File: config.mk
export PLATFORM = sky130hd
export DESIGN_NAME = tsf_formatter
export DESIGN_NICKNAME = d
export VERILOG_FILES = /design/src/rtl/tsf_pkg.sv /design/src/rtl/tsf_formatter.sv /design/src/rtl/tsf_pair_buffer.sv /design/src/rtl/tsf_frame_pos.sv
export SDC_FILE = /design/constraint.sdc
export NUM_CORES = 1
export LEC_CHECK = 0
export ABC_AREA = 1
export BUFFER_PORTS_ARGS = -buffer_cell sky130_fd_sc_hd__buf_2
export CORE_UTILIZATION = 52
export CTS_CLUSTER_DIAMETER = 40
export DETAILED_ROUTE_END_ITERATION = 7
export PLACE_DENSITY = 0.79
export RECOVER_POWER = 25
export SKIP_CTS_REPAIR_TIMING = 1
export SYNTH_ARGS = -nofsm -noshare
export SYNTH_HDL_FRONTEND = slang
export SYNTH_SLANG_ARGS = --single-unit
File: constraint.sdc
create_clock -name CLOCK -period 2.1 [get_ports CLOCK]
set_input_delay 0.42 -clock CLOCK [delete_from_list [all_inputs] [get_ports CLOCK]]
set_output_delay 0.42 -clock CLOCK [all_outputs]
set_load 0.01 [all_outputs]
File: src/rtl/tsf_pkg.sv
`default_nettype none
package tsf_pkg;
  // ----------------------------------------------------------------
  // clock and line rate
  // ----------------------------------------------------------------
  localparam int             CLK_PERIOD_NS = 50;                    // 20 mhz system clock
  localparam int             CLK_KHZ       = 1000000 / CLK_PERIOD_NS;
  localparam int             LINE_RATE_KHZ = 1544;                  // line bit rate
  localparam logic [14:0]    RATE_STEP     = 15'(LINE_RATE_KHZ);    // accumulator step
  localparam logic [14:0]    RATE_MOD      = 15'(CLK_KHZ);          // accumulator modulus
  // ----------------------------------------------------------------
  // frame geometry
  // ----------------------------------------------------------------
  localparam logic [4:0]     SLOT_LAST     = 5'h17;                 // slot 24, zero based
  localparam logic [2:0]     BIT_LAST      = 3'h7;                  // last bit in a slot
  localparam logic [6:0]     FRAME_DM_LAST = 7'h0b;                 // 12-frame superframe
  localparam logic [6:0]     FRAME_LP_LAST = 7'h47;                 // 72-frame sequence
  localparam logic [6:0]     SIG_PERIOD    = 7'h06;                 // signaling every 6th
  localparam logic [6:0]     SIG_PHASE     = 7'h05;                 // frame 6 is index 5
  // ----------------------------------------------------------------
  // sync byte, first sent bit at index 7
  // ----------------------------------------------------------------
  localparam logic [7:0]     SYNC_MASK     = 8'hf9;                 // fixed positions
  localparam logic [7:0]     SYNC_VALUE    = 8'hb8;                 // 1,0,1,1,1,x,x,0
  localparam int             YEL_POS       = 2;                     // sync bit 6
  localparam int             LINK_POS      = 1;                     // sync bit 7
  localparam logic           NET_BIT8      = 1'b1;                  // network bit in data mux
  localparam logic [7:0]     IDLE_BYTE     = 8'hff;                 // sent on underrun
  // ----------------------------------------------------------------
  // even-frame framing vectors, bit k is even frame 2k+2
  // ----------------------------------------------------------------
  localparam logic [5:0]     STD_FS_V      = 6'h1c;                 // 0,0,1,1,1,0
  localparam logic [4:0]     LP_HEAD_V     = 5'h1c;                 // frames 2-10
  localparam logic [2:0]     LP_SPOIL_V    = 3'h2;                  // frames 34,36,38
  localparam logic           LP_SPOIL_LAST = 1'b1;                  // frame 58
  localparam logic [6:0]     LP_TAIL_V     = 7'h38;                 // frames 60-72
  localparam int             K_CONC        = 5;                     // first concentrator
  localparam int             K_MAINT       = 19;                    // first maintenance
  localparam int             K_ALARM       = 22;                    // first alarm
  localparam int             K_PROT        = 24;                    // first protection
  localparam int             K_COUNT       = 36;                    // even frames in 72
  // ----------------------------------------------------------------
  // buffer shape
  // ----------------------------------------------------------------
  localparam int             BUF_WIDTH     = 8;
  localparam int             BUF_DEPTH     = 2;
endpackage : tsf_pkg
`default_nettype wire

File: src/rtl/tsf_formatter.sv
`timescale 1ns/100ps
`default_nettype none
module tsf_formatter
  import tsf_pkg::*;
(
  input  wire logic        CLOCK,
  input  wire logic        SRST,
  input  wire logic        FORMAT_LOOP,      // 1 = 72-frame loop format
  input  wire logic        TX_YELLOW,        // yellow alarm to send, high = alarm
  input  wire logic [11:0] TX_LINK_WORD,     // data-mux link bits, bit i in frame i+1
  input  wire logic [10:0] TX_CONC,          // concentrator bits, bit 0 first
  input  wire logic [2:0]  TX_MAINT,         // maintenance bits
  input  wire logic [1:0]  TX_ALARM,         // loop alarm bits
  input  wire logic [3:0]  TX_PROT,          // protection switch bits
  input  wire logic [23:0] SIG_A,            // per-channel A signaling
  input  wire logic [23:0] SIG_B,            // per-channel B signaling
  input  wire logic [7:0]  IN_DATA,          // user byte, channel order
  input  wire logic        IN_VALID,
  output logic             IN_READY,
  output logic             TX_DATA,          // serial line bit
  output logic             TX_STROBE,        // TX_DATA updated
  output logic             TX_SF_START,      // framing bit of frame 1 on TX_DATA
  output logic             TX_UNDERRUN,      // slot filled with idle
  input  wire logic        RX_DATA,          // received line bit, pin
  input  wire logic        RX_STROBE,        // rising edge per received bit, pin
  input  wire logic        RX_SF_SYNC,       // high with frame 1 framing bit, pin
  output logic [11:0]      RX_LINK_WORD,
  output logic             RX_YELLOW,        // far end reported alarm
  output logic [10:0]      RX_CONC,
  output logic [2:0]       RX_MAINT,
  output logic [1:0]       RX_ALARM,
  output logic [3:0]       RX_PROT,
  output logic             RX_SYNC_ERR,      // sync byte pattern wrong
  output logic             RX_UPDATE         // captured values refreshed
);
  // ----------------------------------------------------------------
  // line bit-rate divider
  // ----------------------------------------------------------------
  logic [14:0] acc_q;                        // fractional phase
  logic        bit_en_q;                     // one pulse per line bit
  logic [15:0] acc_sum;                      // phase plus step

  assign acc_sum = {1'b0, acc_q} + {1'b0, RATE_STEP};

  // accumulate, emit a pulse on each overflow
  always_ff @(posedge CLOCK) begin
    if (SRST) begin
      acc_q    <= 15'h0000;
      bit_en_q <= 1'b0;
    end else if (acc_sum >= {1'b0, RATE_MOD}) begin
      acc_q    <= 15'(acc_sum - {1'b0, RATE_MOD});
      bit_en_q <= 1'b1;
    end else begin
      acc_q    <= acc_sum[14:0];
      bit_en_q <= 1'b0;
    end
  end

  // ----------------------------------------------------------------
  // transmit position
  // ----------------------------------------------------------------
  logic       tx_fpos;                       // framing bit now
  logic [4:0] tx_slot;                       // channel slot
  logic [2:0] tx_bit;                        // bit in slot
  logic [6:0] tx_frame;                      // frame index
  logic       tx_loop_q;                     // format for this superframe

  tsf_frame_pos u_tx_pos (
    .clk      (CLOCK),
    .srst     (SRST),
    .step     (bit_en_q),
    .align    (1'b0),
    .loop_fmt (tx_loop_q),
    .fpos_q   (tx_fpos),
    .slot_q   (tx_slot),
    .bit_q    (tx_bit),
    .frame_q  (tx_frame)
  );

  // ----------------------------------------------------------------
  // superframe holding storage
  // ----------------------------------------------------------------
  logic        sf_tick;                      // framing bit of frame 1
  logic        yel_q;                        // yellow alarm held
  logic [11:0] link_q;                       // data-mux link bits held
  logic [10:0] conc_q;
  logic [2:0]  maint_q;
  logic [1:0]  alarm_q;
  logic [3:0]  prot_q;

  assign sf_tick = bit_en_q && tx_fpos && (tx_frame == 7'h00);

  // sample host values once per superframe
  always_ff @(posedge CLOCK) begin
    if (SRST) begin
      tx_loop_q <= 1'b0;
      yel_q     <= 1'b0;
      link_q    <= 12'h000;
      conc_q    <= 11'h000;
      maint_q   <= 3'h0;
      alarm_q   <= 2'h0;
      prot_q    <= 4'h0;
    end else if (sf_tick) begin
      tx_loop_q <= FORMAT_LOOP;
      yel_q     <= TX_YELLOW;
      link_q    <= TX_LINK_WORD;
      conc_q    <= TX_CONC;
      maint_q   <= TX_MAINT;
      alarm_q   <= TX_ALARM;
      prot_q    <= TX_PROT;
    end
  end

  // ----------------------------------------------------------------
  // framing bit selection
  // ----------------------------------------------------------------
  logic [K_COUNT-1:0] loop_fs_v;             // loop even-frame bits by k
  logic [5:0]         tx_k;                  // even frame ordinal
  logic               tx_fbit;               // framing bit for this frame

  // loop even-frame sequence, bit k is frame 2k+2
  assign loop_fs_v = {LP_TAIL_V,
                      LP_SPOIL_LAST,
                      prot_q,
                      alarm_q,
                      maint_q,
                      LP_SPOIL_V,
                      conc_q,
                      LP_HEAD_V};
  assign tx_k = tx_frame[6:1];

  // odd frames terminal pattern, even frames by format
  always_comb begin
    if (!tx_frame[0]) begin
      tx_fbit = ~tx_frame[1];
    end else if (tx_loop_q) begin
      tx_fbit = loop_fs_v[tx_k];
    end else begin
      tx_fbit = STD_FS_V[3'(tx_k)];
    end
  end

  // ----------------------------------------------------------------
  // user data buffer
  // ----------------------------------------------------------------
  logic [7:0] buf_data;                      // head word
  logic       buf_valid;                     // head present
  logic       pop;                           // slot start takes a word
  logic       sync_slot;                     // slot 24 in data-mux format
  logic       sig_frame;                     // robbed-bit frame
  logic       sig_use_b;                     // second signaling frame

  tsf_pair_buffer u_buf (
    .clk       (CLOCK),
    .srst      (SRST),
    .in_data   (IN_DATA),
    .in_valid  (IN_VALID),
    .in_ready  (IN_READY),
    .out_data  (buf_data),
    .out_valid (buf_valid),
    .out_ready (pop)
  );

  assign sync_slot = !tx_loop_q && (tx_slot == SLOT_LAST);
  assign pop       = bit_en_q && !tx_fpos && (tx_bit == 3'h0) && !sync_slot;
  assign sig_frame = (7'(tx_frame % SIG_PERIOD) == SIG_PHASE);
  assign sig_use_b = tx_frame[0] && (7'(tx_frame / SIG_PERIOD) % 7'h02 == 7'h01);

  // ----------------------------------------------------------------
  // channel byte assembly
  // ----------------------------------------------------------------
  logic [7:0] user_byte;                     // head or idle
  logic [7:0] slot_byte;                     // byte for the slot starting
  logic       sig_bit;                       // robbed bit for this channel

  assign user_byte = buf_valid ? buf_data : IDLE_BYTE;
  assign sig_bit   = sig_use_b ? SIG_B[tx_slot] : SIG_A[tx_slot];

  // select sync byte, data-mux byte or loop byte
  always_comb begin
    if (sync_slot) begin
      slot_byte           = SYNC_VALUE;
      slot_byte[YEL_POS]  = ~yel_q;
      slot_byte[LINK_POS] = link_q[4'(tx_frame)];
    end else if (!tx_loop_q) begin
      slot_byte = {user_byte[6:0], NET_BIT8};
    end else if (sig_frame) begin
      slot_byte = {user_byte[7:1], sig_bit};
    end else begin
      slot_byte = user_byte;
    end
  end

  // ----------------------------------------------------------------
  // serial output
  // ----------------------------------------------------------------
  logic [7:0] byte_q;                        // byte in flight

  // shift out the framing bit, then each slot msb first
  always_ff @(posedge CLOCK) begin
    if (SRST) begin
      byte_q      <= 8'h00;
      TX_DATA     <= 1'b0;
      TX_STROBE   <= 1'b0;
      TX_SF_START <= 1'b0;
      TX_UNDERRUN <= 1'b0;
    end else begin
      TX_STROBE   <= bit_en_q;
      TX_SF_START <= sf_tick;
      TX_UNDERRUN <= pop && !buf_valid;
      if (bit_en_q) begin
        if (tx_fpos) begin
          TX_DATA <= tx_fbit;
        end else if (tx_bit == 3'h0) begin
          byte_q  <= slot_byte;
          TX_DATA <= slot_byte[7];
        end else begin
          TX_DATA <= byte_q[3'h7 - tx_bit];
        end
      end
    end
  end

  // ----------------------------------------------------------------
  // receive pin synchronisers
  // ----------------------------------------------------------------
  logic [1:0] rx_d_s;                        // data stages
  logic [1:0] rx_st_s;                       // strobe stages
  logic [1:0] rx_sf_s;                       // sync stages
  logic       rx_st_old;                     // strobe delayed past sync
  logic       rx_step;                       // one received bit

  // two flops per pin, edge taken after the second
  always_ff @(posedge CLOCK) begin
    if (SRST) begin
      rx_d_s    <= 2'h0;
      rx_st_s   <= 2'h0;
      rx_sf_s   <= 2'h0;
      rx_st_old <= 1'b0;
    end else begin
      rx_d_s    <= {rx_d_s[0], RX_DATA};
      rx_st_s   <= {rx_st_s[0], RX_STROBE};
      rx_sf_s   <= {rx_sf_s[0], RX_SF_SYNC};
      rx_st_old <= rx_st_s[1];
    end
  end

  assign rx_step = rx_st_s[1] && !rx_st_old;

  // ----------------------------------------------------------------
  // receive position and capture
  // ----------------------------------------------------------------
  logic               rx_fpos;
  logic [4:0]         rx_slot;
  logic [2:0]         rx_bit;
  logic [6:0]         rx_frame;
  logic               rx_loop_q;             // format for this superframe
  logic               rx_sf;                 // frame 1 framing bit now
  logic [6:0]         rx_sh_q;               // bits of the slot so far
  logic [7:0]         rx_byte;               // slot completed this bit
  logic [K_COUNT-1:0] rx_fs_q;               // even-frame bits by k
  logic [11:0]        rx_link_q;             // link bits collected
  logic               rx_yel_q;              // alarm seen this superframe

  tsf_frame_pos u_rx_pos (
    .clk      (CLOCK),
    .srst     (SRST),
    .step     (rx_step),
    .align    (rx_sf_s[1]),
    .loop_fmt (rx_loop_q),
    .fpos_q   (rx_fpos),
    .slot_q   (rx_slot),
    .bit_q    (rx_bit),
    .frame_q  (rx_frame)
  );

  assign rx_sf   = rx_step && (rx_sf_s[1] || (rx_fpos && rx_frame == 7'h00));
  assign rx_byte = {rx_sh_q, rx_d_s[1]};

  // collect framing bits, sync bytes and link bits
  always_ff @(posedge CLOCK) begin
    if (SRST) begin
      rx_sh_q     <= 7'h00;
      rx_fs_q     <= '0;
      rx_link_q   <= 12'h000;
      rx_yel_q    <= 1'b0;
      rx_loop_q   <= 1'b0;
      RX_SYNC_ERR <= 1'b0;
    end else begin
      RX_SYNC_ERR <= 1'b0;
      if (rx_sf) begin
        rx_loop_q <= FORMAT_LOOP;
        rx_yel_q  <= 1'b0;
      end else if (rx_step) begin
        rx_sh_q <= rx_byte[6:0];
        if (rx_fpos && rx_frame[0]) begin
          rx_fs_q[rx_frame[6:1]] <= rx_d_s[1];
        end
        if (!rx_fpos && !rx_loop_q && rx_slot == SLOT_LAST && rx_bit == BIT_LAST) begin
          RX_SYNC_ERR <= (rx_byte & SYNC_MASK) != SYNC_VALUE;
          rx_link_q[4'(rx_frame)] <= rx_byte[LINK_POS];
          if (!rx_byte[YEL_POS]) rx_yel_q <= 1'b1;
        end
      end
    end
  end

  // publish captured values at each superframe start
  always_ff @(posedge CLOCK) begin
    if (SRST) begin
      RX_LINK_WORD <= 12'h000;
      RX_YELLOW    <= 1'b0;
      RX_CONC      <= 11'h000;
      RX_MAINT     <= 3'h0;
      RX_ALARM     <= 2'h0;
      RX_PROT      <= 4'h0;
      RX_UPDATE    <= 1'b0;
    end else begin
      RX_UPDATE <= rx_sf;
      if (rx_sf) begin
        RX_LINK_WORD <= rx_link_q;
        RX_YELLOW    <= rx_yel_q;
        RX_CONC      <= rx_fs_q[K_CONC +: 11];
        RX_MAINT     <= rx_fs_q[K_MAINT +: 3];
        RX_ALARM     <= rx_fs_q[K_ALARM +: 2];
        RX_PROT      <= rx_fs_q[K_PROT +: 4];
      end
    end
  end
endmodule // tsf_formatter
`default_nettype wire

File: src/rtl/tsf_pair_buffer.sv
`timescale 1ns/100ps
`default_nettype none
module tsf_pair_buffer
  import tsf_pkg::*;
(
  input  wire logic                 clk,
  input  wire logic                 srst,
  input  wire logic [BUF_WIDTH-1:0] in_data,
  input  wire logic                 in_valid,
  output logic                      in_ready,
  output logic [BUF_WIDTH-1:0]      out_data,
  output logic                      out_valid,
  input  wire logic                 out_ready
);
  // ----------------------------------------------------------------
  // storage and pointers
  // ----------------------------------------------------------------
  logic [BUF_WIDTH-1:0] mem_q [BUF_DEPTH];   // entries in flip-flops
  logic                 wr_q;                // write index
  logic                 rd_q;                // read index
  logic [1:0]           cnt_q;               // words held
  logic                 push;
  logic                 pop;

  // honest full and empty flags
  assign in_ready  = (cnt_q != 2'(BUF_DEPTH));
  assign out_valid = (cnt_q != 2'h0);
  assign out_data  = mem_q[rd_q];
  assign push      = in_valid && in_ready;
  assign pop       = out_valid && out_ready;

  // write side
  always_ff @(posedge clk) begin
    if (push) begin
      mem_q[wr_q] <= in_data;
    end
  end

  // pointers and fill level
  always_ff @(posedge clk) begin
    if (srst) begin
      wr_q  <= 1'b0;
      rd_q  <= 1'b0;
      cnt_q <= 2'h0;
    end else begin
      if (push) wr_q <= ~wr_q;
      if (pop)  rd_q <= ~rd_q;
      cnt_q <= cnt_q + 2'(push) - 2'(pop);
    end
  end
endmodule // tsf_pair_buffer
`default_nettype wire

File: src/rtl/tsf_frame_pos.sv
`timescale 1ns/100ps
`default_nettype none
module tsf_frame_pos
  import tsf_pkg::*;
(
  input  wire logic       clk,
  input  wire logic       srst,
  input  wire logic       step,       // one line bit passes
  input  wire logic       align,      // this bit is frame 1 framing bit
  input  wire logic       loop_fmt,   // 72-frame sequence
  output logic            fpos_q,     // current bit is the framing bit
  output logic [4:0]      slot_q,     // channel slot 0..23
  output logic [2:0]      bit_q,      // bit within slot, 0 first
  output logic [6:0]      frame_q     // frame index, zero based
);
  logic [6:0] frame_last;             // wrap point for the format

  assign frame_last = loop_fmt ? FRAME_LP_LAST : FRAME_DM_LAST;

  // ----------------------------------------------------------------
  // bit, slot and frame position
  // ----------------------------------------------------------------
  always_ff @(posedge clk) begin
    if (srst) begin
      fpos_q  <= 1'b1;
      slot_q  <= 5'h00;
      bit_q   <= 3'h0;
      frame_q <= 7'h00;
    end else if (step) begin
      if (align || fpos_q) begin
        // framing bit done, first slot next
        fpos_q <= 1'b0;
        slot_q <= 5'h00;
        bit_q  <= 3'h0;
        if (align) frame_q <= 7'h00;
      end else if (bit_q == BIT_LAST) begin
        bit_q <= 3'h0;
        if (slot_q == SLOT_LAST) begin
          // end of frame, wrap superframe
          slot_q  <= 5'h00;
          fpos_q  <= 1'b1;
          frame_q <= (frame_q >= frame_last) ? 7'h00 : frame_q + 7'h01;
        end else begin
          slot_q <= slot_q + 5'h01;
        end
      end else begin
        bit_q <= bit_q + 3'h1;
      end
    end
  end
endmodule // tsf_frame_pos
`default_nettype wire

# Yosys cells after proc, flatten, opt, wreduce, memory -nomap -nowiden
# Memories as Yosys holds them, arrays and structs flattened. A register that Yosys moved wholly into a read port is not among the register bits.
# Cells that the tools add are included.
dict set report word_totals {
  ff_bits 197
  latch_bits 0
  mem_bits_rw 16
  romBits 8
  in_bits 96
  out_inout_bits 40
  word_cells 191
  memories 2
}
# memory words word_bits rd rd_ports_with_merged_regs write_ports line_no
set mem_list {}
lappend mem_list {u_buf.mem_q 2 8 1 1 1 tsf_pair_buffer.sv:18} ;# logic [BUF_WIDTH-1:0] mem_q [BUF_DEPTH];
lappend mem_list {{(no name shown)} 8 1 1 1 0 tsf_formatter.sv:139} ;# tx_fbit = STD_FS_V[3'(tx_k)];
dict set report op_classes {
  n_addsub 11
  multipliers 0
  n_div 2
  n_lt_le_gt_ge 12
  n_eq_ne 8
  shift 0
  mux 58
  bitwise_logic 9
  reduce_logical 47
}
# operator count
set op_table {}
lappend op_table {{$mux W7} 8}
lappend op_table {{$bwmux W36} 1}
lappend op_table {{$mux W5} 6}
lappend op_table {{$mux W1} 25}
lappend op_table {{$mux W8} 3}
lappend op_table {{$logic_and A1 B1 Y1} 19}
lappend op_table {{$mux W3} 6}
lappend op_table {{$add A15 B11 Y16 const B} 1}
lappend op_table {{$ge A16 B15 Y1 const B} 1}
lappend op_table {{$mux W15} 1}
lappend op_table {{$reduce_and A3 Y1} 5}
lappend op_table {{$sub A15 B15 Y15 const B} 1}
lappend op_table {{$add A7 B1 Y7 const B} 2}
lappend op_table {{$ge A7 B7 Y1} 2}
lappend op_table {{$logic_not A7 Y1} 2}
lappend op_table {{$lt A6 B7 Y1 const B} 2}
lappend op_table {{$bwmux W12} 1}
lappend op_table {{$add A5 B1 Y5 const B} 2}
lappend op_table {{$bmux W1 S5} 2}
lappend op_table {{$eq A5 B5 Y1 const B} 2}
lappend op_table {{$lt A4 B5 Y1 const B} 2}
lappend op_table {{$not A1 Y1} 9}
lappend op_table {{$lt A3 B4 Y1 const B} 2}
lappend op_table {{$reduce_and A4 Y1} 2}
lappend op_table {{25 further kinds} 40}

# Longest topological paths before layout
dict set report depth {
  word_depth 8
  ltp_mapped 20
  depth_no_buf 20
}

# By module
# From an unflattened synthesis, not the netlist that was laid out.
dict set report unflattened {
  hier_cells 1366
  hier_area_um2 9841.9
}
# module n_inst cells_each area_each_um2 seq_area_each_um2
set by_module_without_submodules {}
lappend by_module_without_submodules {tsf_formatter 1 990 6812.8 2822.7}
lappend by_module_without_submodules {{tsf_frame_pos (u_rx_pos)} 1 157 1081.0 320.3}
lappend by_module_without_submodules {{tsf_frame_pos (u_tx_pos)} 1 157 1072.3 320.3}
lappend by_module_without_submodules {tsf_pair_buffer 1 62 875.8 580.6}

# Least setup slack after synthesis
# Ideal clock, no wire load.
dict set report synth_path {
  path_type {register to register}
  from {register u_rx_pos.frame_q[1]}
  to {register rx_fs_q[14]}
  setup_ns 0.088
  t_arrival_ns 2.027
  required_time_ns 2.012
  path_slack_ns -0.015
  path_stages_with_launch 13
  n_path_buf 1
  period_less_slack_ns 2.115
  cell_sequence {dfxtp_1 -> inv_1 -> ha_1 -> inv_1 -> nor2_1 -> a31oi_1 -> inv_2 -> nor2_8 -> nand3_4 -> nor3_4 -> buf_6 -> a21oi_2 -> a311oi_2}
}
dict set report synth_via {
  elab_chain_cells 6
  word_cells_on_any_way 12
  cone_classes {2 x order compare; 3 x mux; 1 x bitwise; 6 x reduce/logical}
}
# element line_no
set synth_lines {}
lappend synth_lines {{start, declared} tsf_frame_pos.sv:14} ;# output logic [6:0] frame_q
lappend synth_lines {{start signal, assigned} tsf_frame_pos.sv:42} ;# frame_q <= (frame_q >= frame_last) ? 7'h00 : frame_q + 7'h01;
lappend synth_lines {{parallel branches: the longest is 6 deep, another holds $lt A6 B7 Y1} n/a}
lappend synth_lines {{end signal, assigned by index} tsf_formatter.sv:297} ;# rx_fs_q[rx_frame[6:1]] <= rx_d_s[1];
lappend synth_lines {{end, declared} tsf_formatter.sv:261} ;# logic [K_COUNT-1:0] rx_fs_q;
# Several ways; the timed one is not identified.
# A chain may end at the register's enable or synchronous reset.

# Worst setup path in the final report
dict set report layout_path {
  from {register acc_q[4]}
  to {register acc_q[13]}
}
dict set report layout_via {
  elab_chain_cells 3
  word_cells_on_any_way 4
  cone_classes {2 x add/sub; 1 x order compare; 1 x mux}
}
# element line_no
set layout_lines {}
lappend layout_lines {{start, declared} tsf_formatter.sv:39} ;# logic [14:0] acc_q;
lappend layout_lines {{start signal, assigned} tsf_formatter.sv:51} ;# acc_q <= 15'(acc_sum - {1'b0, RATE_MOD});
lappend layout_lines {{start signal, assigned} tsf_formatter.sv:54} ;# acc_q <= acc_sum[14:0];
lappend layout_lines {{$add A15 B11 Y16 (*)} tsf_formatter.sv:43} ;# assign acc_sum = {1'b0, acc_q} + {1'b0, RATE_STEP};
lappend layout_lines {{$sub A15 B15 Y15 / $ge A16 B15 Y1 (equally long branches)} {tsf_formatter.sv:51, tsf_formatter.sv:50}}
lappend layout_lines {{$mux W15 (*)} tsf_formatter.sv:50} ;# end else if (acc_sum >= {1'b0, RATE_MOD}) begin
# Every way passes the cells marked *; elsewhere a longest branch is shown, timed or not.

==> flow_metrics.py <==
metrics = {
    "status": {
        "violations": "negative setup slack",
        "status": "finished with violations",
    },
    "floorplanning": {
        "dieArea_um2": 18200,
        "fp-row-count": 48,
        "start_util": 0.531,
        "fp.dieH_um": 135,
        "die_x_um": 135,
        "core_area_um2": 17300,
        "ios": 136,
    },
    "timing": {
        "hold_viol_final": 0,
        "timing.slew.headroom": 0.425,
        "min_period_ns": 2.21,
        "tightest_slew_ns": 0.862,
        "skew_ns": 0.00800,
        "setup_viol": 10,
        "holdWs_ns": 0.170,
        "setup_tns_ns": -0.861,
        "report.final.slew_viol_count": 0,
        "worst_slack_ns": -0.111,
        "final.period_utilization": 1.05,
        "grt_setup_unrepaired": "yes",
        "fmax_ghz": 0.452,
    },
    "final_layout": {
        "layout-drive-gt1-share": 0.244,
        "area_delta_synth_final_pct": 25.2,
        "final_util": 0.664,
        "nets": 1541,
        "nFillCells": 1436,
        "antenna_cells": 0,
        "stdcell_area_um2": 11500,
        "final_cell_mix": "199 x nand2_1, 168 x dfxtp_1, 156 x nor2_1",
        "layout_commonest_cell": "nand2_1",
    },
    "min_path": {
        "min_from": "IN_DATA[1]",
        "worstHoldPathType": "input pin to flip-flop",
        "whs_path_depth": 1,
        "holdPathEnd": "u_buf.mem_q[0][1]",
    },
    "grt": {
        "overflow": 0,
        "grt_pass1_wl_um": 37200,
        "antenna_found_initial": 0,
        "grt_max_degree": 48,
        "grt_pass1_vias": 8229,
        "grtUsageTotal": 0.252,
    },
    "synthesis": {
        "synth_edf_count": 16,
        "syn_avg_cell_area_um2": 7.45,
        "yosysUniqueCellTypes": 50,
        "post_synth_main_area_contributors": "dfxtp_1 39%, nand2_1 8.5%, nor2_1 6.9%, o21ai_0 6.1%, edfxtp_1 5.2%",
        "synth_ff_type": "dfxtp_1",
        "yosysSeqAreaShare": 0.445,
        "mappedNetlistArea_um2": 9180,
        "ys_warn_count": 0,
        "synthCells": 1233,
        "async_reset_ff_frac": 0,
        "synth_top_area_share": 0.393,
        "yosysTopAreaCell": "dfxtp_1",
        "ys_ff_latch": 196,
        "synth_fp_nets": 1355,
    },
    "setup_path": {
        "startpoint_type": "flip-flop",
        "reg2reg_setup_slack_ns": -0.11,
        "reg2reg_depth": 16,
        "worstSetupPathType": "flip-flop to flip-flop",
        "worstPathMaxFanout": 7,
        "cp-end-kind": "flip-flop",
        "reg2reg_from": "acc_q[4]",
        "cp.arrival_ns": 2.58,
        "worstPathRequired_ns": 2.47,
        "r2r-end": "acc_q[13]",
    },
    "cts": {
        "worst_skew_pair.late_latency_ns": 0.44,
        "cts_tree": "yes",
        "clk_path_buf_depth": 2,
        "clkTransAtPathRegs_ns": 0.07,
        "cts-htree-levels": 4,
        "cts_num_sinks": 196,
        "cts_buffers": 17,
        "clockRootBuffer": "clkbuf_16",
    },
    "route": {
        "routed_wl_um": 23700,
        "vias_per_cell": 5.42,
        "drt_first_pass_iters": 5,
        "drc": 0,
        "wl_per_cell_um": 14.3,
        "via_count": 8986,
        "initialDrtViolationCount": 687,
        "ant_nets": 0,
    },
    "placed_design": {
        "port_buffers": 135,
        "place_area_um2": 10500,
        "hpwl_um": 16200,
        "globalplace.congestion": 0.922,
    },
    "flow_run": {
        "drv_cap": 0,
    },
    "power_and_ir_drop": {
        "p_leak_uw": 0.00503,
        "powerDensity_nw_per_um2": 668,
        "ir_drop_mv": 0.661,
        "power_uw": 7680,
    },
}
## power breakdown
group | internal, uW | switching (uW) | total, uW
Combinational | 229 | 333 | 561
Clock | 1830 | 1430 | 3260
Sequential | 3820 | 36.3 | 3860
Total | 5880 | 1800 | 7680
## how the worst max path moves through the flow
stage | from | endpoint | slack (ns) | cells after the start
2_1_floorplan | bit_en_q | u_buf.cnt_q[1] | 0.008 | 13
3_3_place_gp | acc_q[3] | acc_q[13] | 0.05 | 16
3_5_place_dp | acc_q[3] | acc_q[6] | -0.07 | 15
4_1_cts | bit_en_q | u_buf.cnt_q[1] | -0.1 | 12
5_1_grt | u_tx_pos.frame_q[4] | byte_q[0] | -0.32 | 16
6_report | acc_q[4] | acc_q[13] | -0.11 | 16
## kinds of logic after synthesis
group / synth area share
xor gates and xnor gates: 0.0210
and+or+nand+nor: 0.252
adders and majority gates: 0.0354
AOI/OAI and AO/OA: 0.171
buffers and inverters: 0.0756
DFF: 0.445
## stage by stage
step / instances / setup slack [ns]
finish: 1657 / -0.111
CTS: 1643 / -0.0995
global route: 1657 / -0.321
floorplan: 1233 / 0.00840
global placement: 1611 / 0.0521
detailed placement: 1611 / -0.0727
## sequential cells by signal (all words and copies together) (netlist names), 4 cells and up, named ones only
register          count
RX_CONC              11
RX_LINK_WORD         12
RX_PROT               4
acc_q                12
byte_q                8
conc_q               11
link_q               12
prot_q                4
rx_fs_q              20
rx_link_q            12
rx_sh_q               7
u_buf.mem_q          16
u_rx_pos.frame_q      7
u_rx_pos.slot_q       5
u_tx_pos.frame_q      7
u_tx_pos.slot_q       5
## per-layer routing
metal,GRT usage,share of wire
met5,0,0
met4,0.102,0.022
met1,0.321,0.45
met2,0.421,0.47
met3,0.0450,0.058
## cell type report
type / count / area, um2 / area share
Clock inverter: 10 / 124 / 0.0108
Timing Repair Buffer: 222 / 1350 / 0.118
Sequential cell: 196 / 4100 / 0.357
Clock buffer: 22 / 464 / 0.0404
Inverter: 123 / 463 / 0.0403
Multi-Input combinational cell: 859 / 4700 / 0.409
Tap cell: 225 / 282 / 0.0245
## worst max-delay path, cell delays in order (launching register included)
cell and delay [ns]:
dfxtp_2 0.36, ha_4 0.15, nand3_4 0.08, nor2_4 0.12, nand2_2 0.08, xor2_1 0.24
inv_1 0.13, nand2_4 0.09, nor2_4 0.04, inv_2 0.08, nor2_4 0.04, nor3_2 0.14
o21ai_1 0.10, nand2_2 0.15, buf_6 0.16, nand3_1 0.07, a21oi_1 0.13
## synthesized netlist by cell type (2+ instances only)
library cell / instances
nand2_1: 208
dfxtp_1: 180
nor2_1: 168
inv_1: 112
o21ai_0: 112
a21oi_1: 93
nand3_1: 93
clkbuf_1: 46
ha_1: 26
nor3_1: 21
xor2_1: 21
a311oi_1: 17
edfxtp_1: 16
nand4_1: 14
nor4_1: 14
o22ai_1: 13
inv_2: 7
a31oi_1: 6
o211ai_1: 6
a211oi_1: 5
buf_2: 5
a22oi_1: 4
nor2_2: 4
o221ai_1: 4
clkinv_1: 3
a2111oi_0: 2
a21oi_2: 2
a311oi_2: 2
buf_1: 2
buf_4: 2
nand2_2: 2
nor3_2: 2
nor3b_1: 2
o21ai_1: 2
or2_2: 2
Power figures use the tool's default switching activity.
